$ cat src/sfn_pkg.sv
`default_nettype none
package sfn_pkg;
	// General control register bit positions for the flag role
	localparam int GC_ROLE_HI_BIT = 3;
	localparam int GC_ROLE_LO_BIT = 2;
	// Flag roles decoded from the two control bits
	typedef enum logic [1:0] {
		SFN_ROLE_OFF,
		SFN_ROLE_SPLIT,
		SFN_ROLE_NIBBLE,
		SFN_ROLE_BAD
	} sfn_role_t;
	// Divider and pixel widths, divider defaults and reset values
	localparam int          DIV_W           = 4;
	localparam logic [3:0]  SHIFT_DIV_RST   = 4'h4;
	localparam logic [3:0]  VIDEO_DIV_RST   = 4'h8;
	localparam int          PIX_W           = 32;
	localparam logic        HALF_SEL_RST    = 1'b0;
endpackage
`default_nettype wire

$ cat src/sfn_flag.sv
// How it works
// Control bit 3 clear, bit 2 set: flag acts as split transfer request.
// Split mode: flag rising during blanking gives one extra shift clock cycle.
// Bit 3 set, bit 2 clear: half-byte mode, flag sampled at video clock fall.
// Sampled high picks upper nibble at next shift rise; low picks lower nibble.
// Both bits clear: flag input ignored.
// Controller must never set bits 3 and 2 together.
// Drive a programmable video clock output for the graphics processor.
// Shift clock is a selectable integer submultiple of the dot clock.
// Shift clock suppressed during blanking except the inserted split pulse.
// Flag synchronised and edge-detected; at most one extra cycle per rise.
`default_nettype none
module sfn_flag
	import sfn_pkg::*;
#(
	parameter int W  = DIV_W,
	parameter int PW = PIX_W
) (
	// Dot clock and reset
	input  wire logic          CLK,
	input  wire logic          RST_B,
	// General control bits 3 and 2
	input  wire logic [3:2]    GEN_CTRL,
	// Divider ratios
	input  wire logic [W-1:0]  SHIFT_DIV,
	input  wire logic [W-1:0]  VIDEO_DIV,
	// Pins
	input  wire logic          BLANK_B,
	input  wire logic          TRANSFER_OR_HALF_BYTE_FLAG,
	input  wire logic [PW-1:0] PIX_IN,
	// Clocks out
	output var  logic          SHIFT_CLK,
	output var  logic          VIDEO_CLOCK_OUTPUT,
	// Latched pixel data and nibble select; decoded bad-mode flag
	output var  logic [PW-1:0] PIX_OUT,
	output var  logic          PIX_VALID,
	output var  logic          HALF_SEL,
	output var  logic          MODE_BAD
);
	// Three-stage synchronisers; stage one feeds stage two only
	logic [2:0]      flag_sync_q;
	logic [2:0]      blank_sync_q;
	logic            flag_q;
	logic            blanking_q;
	logic            flag_rise;
	sfn_role_t       role;
	logic            split_en;
	logic            nib_en;
	logic            extra_pend_q;
	logic            extra_pend_d;
	logic            extra_run_q;
	logic            extra_run_d;
	logic            start_extra;
	logic            sdiv_hold;
	logic            s_level;
	logic            s_rise;
	logic            v_rise;
	logic            v_fall;
	logic            v_level;
	logic            half_q;
	logic            half_d;
	logic [PW-1:0]   pix_q;
	logic [PW-1:0]   pix_d;
	logic            pv_q;
	logic            shift_q;
	logic            sdiv_fall;

	function automatic logic [PW-1:0] nibble_pick(input logic [PW-1:0] d, input logic hi);
		logic [PW-1:0] r;
		r = '0;
		for (int i = 0; i < PW / 8; i++) begin
			r[i*8 +: 4] = hi ? d[i*8+4 +: 4] : d[i*8 +: 4];
		end
		return r;
	endfunction

	// Role decode; the both-set code is flagged and treated as off
	assign role = sfn_role_t'({GEN_CTRL[GC_ROLE_HI_BIT], GEN_CTRL[GC_ROLE_LO_BIT]});
	assign split_en = (role == SFN_ROLE_SPLIT);
	assign nib_en   = (role == SFN_ROLE_NIBBLE);
	assign MODE_BAD = (role == SFN_ROLE_BAD);

	// Change counts when stages two and three agree
	always_ff @(posedge CLK or negedge RST_B) begin
		if (!RST_B) begin
			flag_sync_q  <= 3'h0;
			blank_sync_q <= 3'h0;
			flag_q       <= 1'b0;
			blanking_q   <= 1'b1;
		end else begin
			flag_sync_q  <= {flag_sync_q[1:0], TRANSFER_OR_HALF_BYTE_FLAG};
			blank_sync_q <= {blank_sync_q[1:0], BLANK_B};
			if (flag_sync_q[1] == flag_sync_q[2])
				flag_q <= flag_sync_q[2];
			if (blank_sync_q[1] == blank_sync_q[2])
				blanking_q <= !blank_sync_q[2];
		end
	end

	// Off role ignores the flag completely
	assign flag_rise = (flag_sync_q[1] == flag_sync_q[2]) && flag_sync_q[2] && !flag_q;

	// One pending request per rise; a second rise while pending merges into it
	assign start_extra  = extra_pend_q && !extra_run_q && !s_level;
	assign extra_pend_d = split_en && blanking_q && (flag_rise || (extra_pend_q && !start_extra));
	// Extra cycle lasts one full high phase, ending at the divider's fall
	assign extra_run_d  = start_extra || (extra_run_q && !sdiv_fall);

	// Divider held in blanking so shift clock stays low, except the extra cycle
	assign sdiv_hold = blanking_q && !extra_run_q && !start_extra;

	sfn_clkdiv #(
		.W (W)
	) u_sdiv (
		.clk   (CLK),
		.rst_b (RST_B),
		.ratio (SHIFT_DIV),
		.hold  (sdiv_hold),
		.level (s_level),
		.rise  (s_rise),
		.fall  (sdiv_fall)
	);

	sfn_clkdiv #(
		.W (W)
	) u_vdiv (
		.clk   (CLK),
		.rst_b (RST_B),
		.ratio (VIDEO_DIV),
		.hold  (1'b0),
		.level (v_level),
		.rise  (v_rise),
		.fall  (v_fall)
	);

	// Nibble select sampled at video clock fall
	assign half_d = (nib_en && v_fall) ? flag_q : half_q;
	// Latch on each shift rise; whole bytes outside half-byte mode
	assign pix_d  = s_rise ? (nib_en ? nibble_pick(PIX_IN, half_q) : PIX_IN) : pix_q;

	always_ff @(posedge CLK or negedge RST_B) begin
		if (!RST_B) begin
			extra_pend_q <= 1'b0;
			extra_run_q  <= 1'b0;
			half_q       <= HALF_SEL_RST;
			pix_q        <= '0;
			pv_q         <= 1'b0;
			shift_q      <= 1'b0;
			VIDEO_CLOCK_OUTPUT <= 1'b0;
		end else begin
			extra_pend_q <= extra_pend_d;
			extra_run_q  <= extra_run_d;
			half_q       <= half_d;
			pix_q        <= pix_d;
			pv_q         <= s_rise;
			shift_q      <= s_level;
			VIDEO_CLOCK_OUTPUT <= v_level;
		end
	end

	assign SHIFT_CLK = shift_q;
	assign PIX_OUT   = pix_q;
	assign PIX_VALID = pv_q;
	assign HALF_SEL  = half_q;
endmodule
`default_nettype wire

$ cat src/sfn_clkdiv.sv
`default_nettype none
// Integer divider, parked while hold is set, square output plus one-cycle rise and fall enables
module sfn_clkdiv
	import sfn_pkg::*;
#(
	parameter int W = DIV_W
) (
	// Clock and reset
	input  wire logic         clk,
	input  wire logic         rst_b,
	// Control
	input  wire logic [W-1:0] ratio,
	input  wire logic         hold,
	// Outputs
	output var  logic         level,
	output var  logic         rise,
	output var  logic         fall
);
	logic [W-1:0] cnt_q;
	logic [W-1:0] cnt_d;
	logic         lvl_q;
	logic         lvl_d;
	logic [W-1:0] half;
	logic [W-1:0] top;
	logic         wrap;

	// Ratio below two behaves as two; odd ratios round the high phase down
	assign top   = (ratio < W'(2)) ? W'(1) : ratio - W'(1);
	assign half  = (ratio < W'(2)) ? W'(1) : ratio >> 1;
	assign wrap  = (cnt_q == top);
	// Parked at all ones, so the first count after a hold or reset wraps to zero
	// and the first high phase is as long as every later one
	assign cnt_d = hold ? '1 : (wrap ? '0 : cnt_q + W'(1));
	assign lvl_d = hold ? 1'b0 : (cnt_d < half);
	assign rise  = !lvl_q && lvl_d;
	assign fall  = lvl_q && !lvl_d;
	assign level = lvl_q;

	always_ff @(posedge clk or negedge rst_b) begin
		if (!rst_b) begin
			cnt_q <= '1;
			lvl_q <= 1'b0;
		end else begin
			cnt_q <= cnt_d;
			lvl_q <= lvl_d;
		end
	end
endmodule
`default_nettype wire

$ cat config.mk
export PLATFORM = sky130hd
export DESIGN_NAME = sfn_flag
export DESIGN_NICKNAME = d
export VERILOG_FILES = /design/src/sfn_pkg.sv /design/src/sfn_flag.sv /design/src/sfn_clkdiv.sv
export SDC_FILE = /design/constraint.sdc
export NUM_CORES = 1
export LEC_CHECK = 0
export BUFFER_PORTS_ARGS = -buffer_cell sky130_fd_sc_hd__buf_2
export CAP_MARGIN = 10
export CORE_ASPECT_RATIO = 1.25
export CORE_MARGIN = 1.5
export CORE_UTILIZATION = 53
export CTS_BUF_LIST = sky130_fd_sc_hd__clkbuf_8
export DETAILED_ROUTE_END_ITERATION = 7
export GPL_TIMING_DRIVEN = 1
export PLACE_DENSITY_LB_ADDON = 0.2
export REMOVE_ABC_BUFFERS = 1
export SETUP_SLACK_MARGIN = 0.05
export SYNTH_ARGS = -nofsm -noshare
export SYNTH_HDL_FRONTEND = slang
export SYNTH_HIERARCHICAL = 1
export SYNTH_SLANG_ARGS = --single-unit
export TNS_END_PERCENT = 100
$ cat constraint.sdc
create_clock -name CLK -period 3.5 [get_ports CLK]
set_input_delay 0.7 -clock CLK [delete_from_list [all_inputs] [get_ports CLK]]
set_output_delay 0.7 -clock CLK [all_outputs]
set_load 0.02 [all_outputs]
## After elaboration in Yosys (flattened, before gate mapping)

Cells that the tools add are included.

- Reduce and logical (&&, ||, !) cells: 24
- Muxes and demuxes: 13
- Add/sub/neg operators: 4
- Eq/ne operators: 7
- Order comparisons: 4

Operator list:

| cell | number |
|---|---|
| 4-bit two-way mux | 9 |
| 32-bit two-way mux | 1 |
| 1-bit logical AND | 14 |
| 4-bit by 1-bit adder with 4-bit output, second input constant | 2 |
| 4-bit == test | 2 |
| 1-bit zero test | 8 |
| 4-bit by 2-bit less-than comparator with 1-bit output, second input constant | 2 |
| 4-bit less-than comparator | 2 |
| 4-bit by 1-bit subtractor with 4-bit output, second input constant | 2 |
| 3-bit two-way mux | 2 |
| 2-bit == test, second input constant | 2 |
| 1-bit == test | 2 |
| 2-bit by 1-bit == test with 1-bit output, second input constant | 1 |
| 1-bit logical OR | 2 |
| 1-bit two-way mux | 1 |

- Register bits: 56
- Word-level logic and storage cells: 67
- Output and inout port bits: 37

## Logic depth before layout (Yosys ltp)

- Word-level depth: 13
- Mapped depth: 16

## Cells and area by module

The synthesis kept the hierarchy.

By module, submodules not included:

| module | cells an instance | area each (um2) | times used | sequential area each (um2) |
|---|---|---|---|---|
| sfn_flag | 155 | 1864.3 | 1 | 1152.4 |
| sfn_clkdiv | 49 | 442.9 | 2 | 130.1 |

## Worst setup path before layout

Ideal clock, no wire load.

- Kind: input -> register
- Start point: in SHIFT_DIV[1]
- End point: reg pix_q[5] (netlist: PIX_OUT[5])
- Stages: 13
- Data required time: 3.434 ns
- Setup time: 0.066 ns
- Setup slack: 0.262 ns
- Path buffers: 2
- Data arrival time: 3.172 ns
- Path through: nor2_1 > or3_1 > a21o_1 > a211oi_4 > o21bai_1 > ha_1 > o21a_1 > a211oi_2 > buf_2 > inv_1 > a21oi_4 > buf_4 > a22o_1

- Cells in the longest elaborated chain, start to end: 8

Ends and longest elaborated chain:

| what | line | source |
|---|---|---|
| from (decl) | sfn_flag.sv:25 | `input wire logic [W-1:0] SHIFT_DIV,` |
| 4-bit by 1-bit subtractor with 4-bit output / 4-bit by 2-bit less-than comparator with 1-bit output (equally long branches) | sfn_clkdiv.sv:28 | `assign top = (ratio < W'(2)) ? W'(1) : ratio - W'(1);` |
| 4-bit two-way mux (*) | sfn_clkdiv.sv:28 |  |
| 4-bit == test (*) | sfn_clkdiv.sv:30 | `assign wrap = (cnt_q == top);` |
| 4-bit two-way mux (*) (2 in a row) | sfn_clkdiv.sv:33 | `assign cnt_d = hold ? '1 : (wrap ? '0 : cnt_q + W'(1));` |
| via u_sdiv.cnt_d[1] | sfn_clkdiv.sv:20 | `logic [W-1:0] cnt_d;` |
| 4-bit less-than comparator (*) | sfn_clkdiv.sv:34 | `assign lvl_d = hold ? 1'b0 : (cnt_d < half);` |
| 1-bit two-way mux (*) | sfn_clkdiv.sv:34 |  |
| 1-bit logical AND (*) | sfn_clkdiv.sv:35 | `assign rise = !lvl_q && lvl_d;` |
| via s_rise | sfn_flag.sv:56 | `logic s_rise;` |
| to (signal assigned) | sfn_flag.sv:154 | `pix_q <= pix_d;` |
| to (decl) | sfn_flag.sv:62 | `logic [PW-1:0] pix_q;` |

The timed path passes the listed nets; every way through them passes the cells marked *.
A chain may end at the register's enable or synchronous reset.

## Worst setup path in the final report

- Start point: in SHIFT_DIV[1]
- End point: reg pix_q[12] (netlist: PIX_OUT[12])

Same word-level chain as after synthesis.

==> flow_summary.html <==
<table>
<tr><th>Metric</th><th>Value</th></tr>
<tr><th colspan="2">Run status</th></tr>
<tr><td>Run status</td><td>finished, final reports clean</td></tr>
<tr><th colspan="2">STA</th></tr>
<tr><td>Endpoints failing setup</td><td>0</td></tr>
<tr><td>Tcrit/Tclk final</td><td>0.875</td></tr>
<tr><td>Maximum clock frequency</td><td>0.327 GHz</td></tr>
<tr><td>Max_slew headroom</td><td>0.442</td></tr>
<tr><td>Final Hold Viols</td><td>0</td></tr>
<tr><td>Least-Margin Pin Slew</td><td>0.837 ns</td></tr>
<tr><td>Slew Viols, Final</td><td>0</td></tr>
<tr><td>Final Critical Period</td><td>3.06 ns</td></tr>
<tr><td>Clock skew</td><td>0.0113 ns</td></tr>
<tr><td>Setup TNS Final</td><td>0 ns</td></tr>
<tr><td>Hold Worst Slack</td><td>0.359 ns</td></tr>
<tr><td>Setup repair after global routing missed its margin</td><td>false</td></tr>
<tr><th colspan="2">Global route</th></tr>
<tr><td>Global-route wire length before repair</td><td>8.97 mm</td></tr>
<tr><td>Gr usage total</td><td>0.207</td></tr>
<tr><td>Number of global-route vias before repair</td><td>2015</td></tr>
<tr><td>Initial antenna violation count</td><td>0</td></tr>
<tr><td>Total grt overflow</td><td>0</td></tr>
<tr><td>Largest net degree at the start of global routing</td><td>25</td></tr>
<tr><th colspan="2">Cells and area</th></tr>
<tr><td>Final instance count without filler cells</td><td>407</td></tr>
<tr><td>Area delta synth-&gt;final</td><td>21.4%</td></tr>
<tr><td>Final Net Count</td><td>399</td></tr>
<tr><td>Layout cell share with drive strength beyond 1</td><td>0.386</td></tr>
<tr><td>Antenna diode count</td><td>0</td></tr>
<tr><th colspan="2">Placement</th></tr>
<tr><td>Number of cells after detailed placement</td><td>399</td></tr>
<tr><td>Final Wtd Congestion</td><td>0.807</td></tr>
<tr><td>Count of input and output buffers</td><td>82</td></tr>
<tr><td>Dpl hpwl</td><td>4.24 mm</td></tr>
<tr><th colspan="2">Routing</th></tr>
<tr><td>Metal-1 WL</td><td>2.30 mm</td></tr>
<tr><td>Final wirelength</td><td>5.43 mm</td></tr>
<tr><td>Iteration-0 DRC Markers</td><td>70</td></tr>
<tr><td>Count of antenna-violating nets left after detailed routing</td><td>0</td></tr>
<tr><td>Via density per instance</td><td>5.20</td></tr>
<tr><td>DR DRC count</td><td>0</td></tr>
<tr><td>Vias after detailed routing</td><td>2116</td></tr>
<tr><td>Top layer in use</td><td>met4</td></tr>
<tr><td>Avg WL per Cell</td><td>13.3 um</td></tr>
<tr><td>Detailed route wirelength on metal2</td><td>2.78 mm</td></tr>
<tr><td>Amount of wire on met3 after detailed routing</td><td>281 um</td></tr>
<tr><td>Pre-antenna DRT Iters</td><td>4</td></tr>
<tr><th colspan="2">Floorplan</th></tr>
<tr><td>Placement row count</td><td>29</td></tr>
<tr><td>Effective utilization at floorplan</td><td>0.543</td></tr>
<tr><td>Boundary pin count</td><td>83</td></tr>
<tr><td>Area of the core region</td><td>5040 um^2</td></tr>
<tr><td>Overall die area</td><td>5610 um^2</td></tr>
<tr><td>Die H</td><td>83.4 um</td></tr>
<tr><td>Die X</td><td>67.3 um</td></tr>
<tr><th colspan="2">Logic synthesis</th></tr>
<tr><td>Mean instance size in the synthesized netlist</td><td>10.9 um^2</td></tr>
<tr><td>Warnings, synthesis</td><td>6</td></tr>
<tr><td>Synthesized netlist cell count</td><td>252</td></tr>
<tr><td>Combined area of all synthesized cells</td><td>2740 um^2</td></tr>
<tr><th colspan="2">Setup path</th></tr>
<tr><td>CP Data Arrival Time</td><td>3.29 ns</td></tr>
<tr><td>Peak fanout along the critical path</td><td>16</td></tr>
<tr><td>Required @ worst endpoint</td><td>3.73 ns</td></tr>
<tr><td>Crit Reg-Reg Startpoint</td><td>u_sdiv/cnt_q[0]$_DFF_PN1_</td></tr>
<tr><td>Reg-to-reg critical path endpoint</td><td>PIX_OUT[12]$_DFFE_PN0P_</td></tr>
<tr><td>Crit path capture type</td><td>flop</td></tr>
<tr><td>Worst Setup Path Type</td><td>in2reg</td></tr>
<tr><td>Flop2flop setup slack</td><td>0.49 ns</td></tr>
<tr><td>R2R depth</td><td>11</td></tr>
<tr><td>Nature of the critical path startpoint</td><td>input port</td></tr>
<tr><th colspan="2">Power and ir drop</th></tr>
<tr><td>Power density over the cells</td><td>813 nW/um^2</td></tr>
<tr><td>Maximum VDD drop</td><td>0.458 mV</td></tr>
<tr><td>Reported leakage power</td><td>1.64 nW</td></tr>
<tr><th colspan="2">Clocking</th></tr>
<tr><td>Hold bufs inserted after CTS</td><td>0</td></tr>
<tr><td>Clock tree buffer depth</td><td>2</td></tr>
<tr><td>Clock root buffer</td><td>sky130_fd_sc_hd__clkbuf_8</td></tr>
<tr><td>Post-CTS Repair Setup Buffers</td><td>0</td></tr>
<tr><td>Clock tree from TritonCTS</td><td>done</td></tr>
<tr><td>Gates resized, CTS repair</td><td>0</td></tr>
<tr><td>Number of buffers created by CTS</td><td>5</td></tr>
<tr><td>H-tree levels</td><td>2</td></tr>
<tr><td>Insertion delay of the later-clocked pin in the worst-skew pair</td><td>0.30 ns</td></tr>
<tr><td>Number of clock sinks</td><td>56</td></tr>
<tr><td>Worst-path clk slew</td><td>0.10 ns</td></tr>
<tr><th colspan="2">Hold path</th></tr>
<tr><td>Class of the worst hold path</td><td>in2async</td></tr>
<tr><th colspan="2">Run</th></tr>
<tr><td>Max-cap viol count</td><td>0</td></tr>
</table>
## layout make-up
| class | instances | area (um^2) |
|---|---|---|
| Fill cell | 417 | 1720 |
| Tap cell | 62 | 77.6 |
| Clock inverter | 2 | 11.3 |
| Clock buffer | 6 | 82.6 |
| Multi-Input combinational cell | 179 | 1230 |
| Sequential cell | 56 | 1410 |
| Inverter | 13 | 48.8 |
| Timing Repair Buffer | 89 | 463 |
## how the worst max path moves through the flow
stage                  from                 endpoint  slack (ns)  cells after the start
6_report       SHIFT_DIV[1]  PIX_OUT[12]$_DFFE_PN0P_        0.44                     14
5_1_grt        SHIFT_DIV[1]  PIX_OUT[12]$_DFFE_PN0P_        0.14                     14
4_1_cts        SHIFT_DIV[1]  PIX_OUT[12]$_DFFE_PN0P_        0.42                     14
3_5_place_dp   SHIFT_DIV[1]  PIX_OUT[12]$_DFFE_PN0P_        0.11                     14
3_3_place_gp   SHIFT_DIV[1]   PIX_OUT[6]$_DFFE_PN0P_        0.22                     12
2_1_floorplan  SHIFT_DIV[1]  PIX_OUT[12]$_DFFE_PN0P_       -0.69                     11
## per-stage QoR
step | total power, mW | setup WS, ns | area, um^2 | utilization
after floorplan | 1.95 | -0.690 | 2690 | -
after global placement | 2.35 | 0.222 | 3230 | 0.641
after detailed placement | 2.38 | 0.110 | 3230 | 0.641
after CTS | 2.74 | 0.423 | 3320 | 0.659
after global routing | 2.89 | 0.142 | 3320 | 0.659
final | 2.70 | 0.438 | 3320 | 0.659
## placed cells by master, fill, tap and decap left out, drive strengths merged
master	n
buf	89
dfrtp	47
a21oi	37
nor2	28
a22o	18
nand2	16
inv	14
nand2b	10
o21ai	10
ha	9
dfstp	9
o21bai	8
clkbuf	6
xor2	6
conb	6
nand3	5
a211oi	5
and2	3
a21o	3
mux2	2
or3	2
xnor2	2
o221ai	2
o21a	2
a2111oi	1
mux2i	1
nor3b	1
nand3b	1
and3b	1
clkinvlp	1
## routing by layer
metal | up-vias | GRT usage
li1 | 1051 | -
met4 | 0 | 0.0557
met5 | - | 0
met3 | 6 | 0.0501
met1 | 1002 | 0.259
met2 | 57 | 0.353
## report_power, final
part	switching, mW	leakage [nW]	internal (mW)
sequential	0.152	0.665	0.915
clock	0.194	0.0486	0.158
combinational	0.769	0.929	0.514
total	1.12	1.64	1.59
## worst max-delay path, stage by stage
cell,delay (ns)
sky130_fd_sc_hd__buf_2,0.13
sky130_fd_sc_hd__inv_1,0.07
sky130_fd_sc_hd__ha_1,0.19
sky130_fd_sc_hd__nand2b_1,0.14
sky130_fd_sc_hd__o21ai_1,0.11
sky130_fd_sc_hd__xor2_1,0.13
sky130_fd_sc_hd__a211oi_4,0.26
sky130_fd_sc_hd__o21bai_1,0.12
sky130_fd_sc_hd__ha_1,0.30
sky130_fd_sc_hd__o21a_1,0.20
sky130_fd_sc_hd__a211oi_2,0.24
sky130_fd_sc_hd__inv_1,0.13
sky130_fd_sc_hd__a21oi_4,0.38
sky130_fd_sc_hd__a22o_1,0.20
## registers in the layout (all words and copies together) (netlist names), 3 cells and up
signal,flops
blank_sync_q,3
u_sdiv/cnt_q,4
PIX_OUT,32
u_vdiv/cnt_q,4
flag_sync_q,3
(Power assumes the default switching activity.)
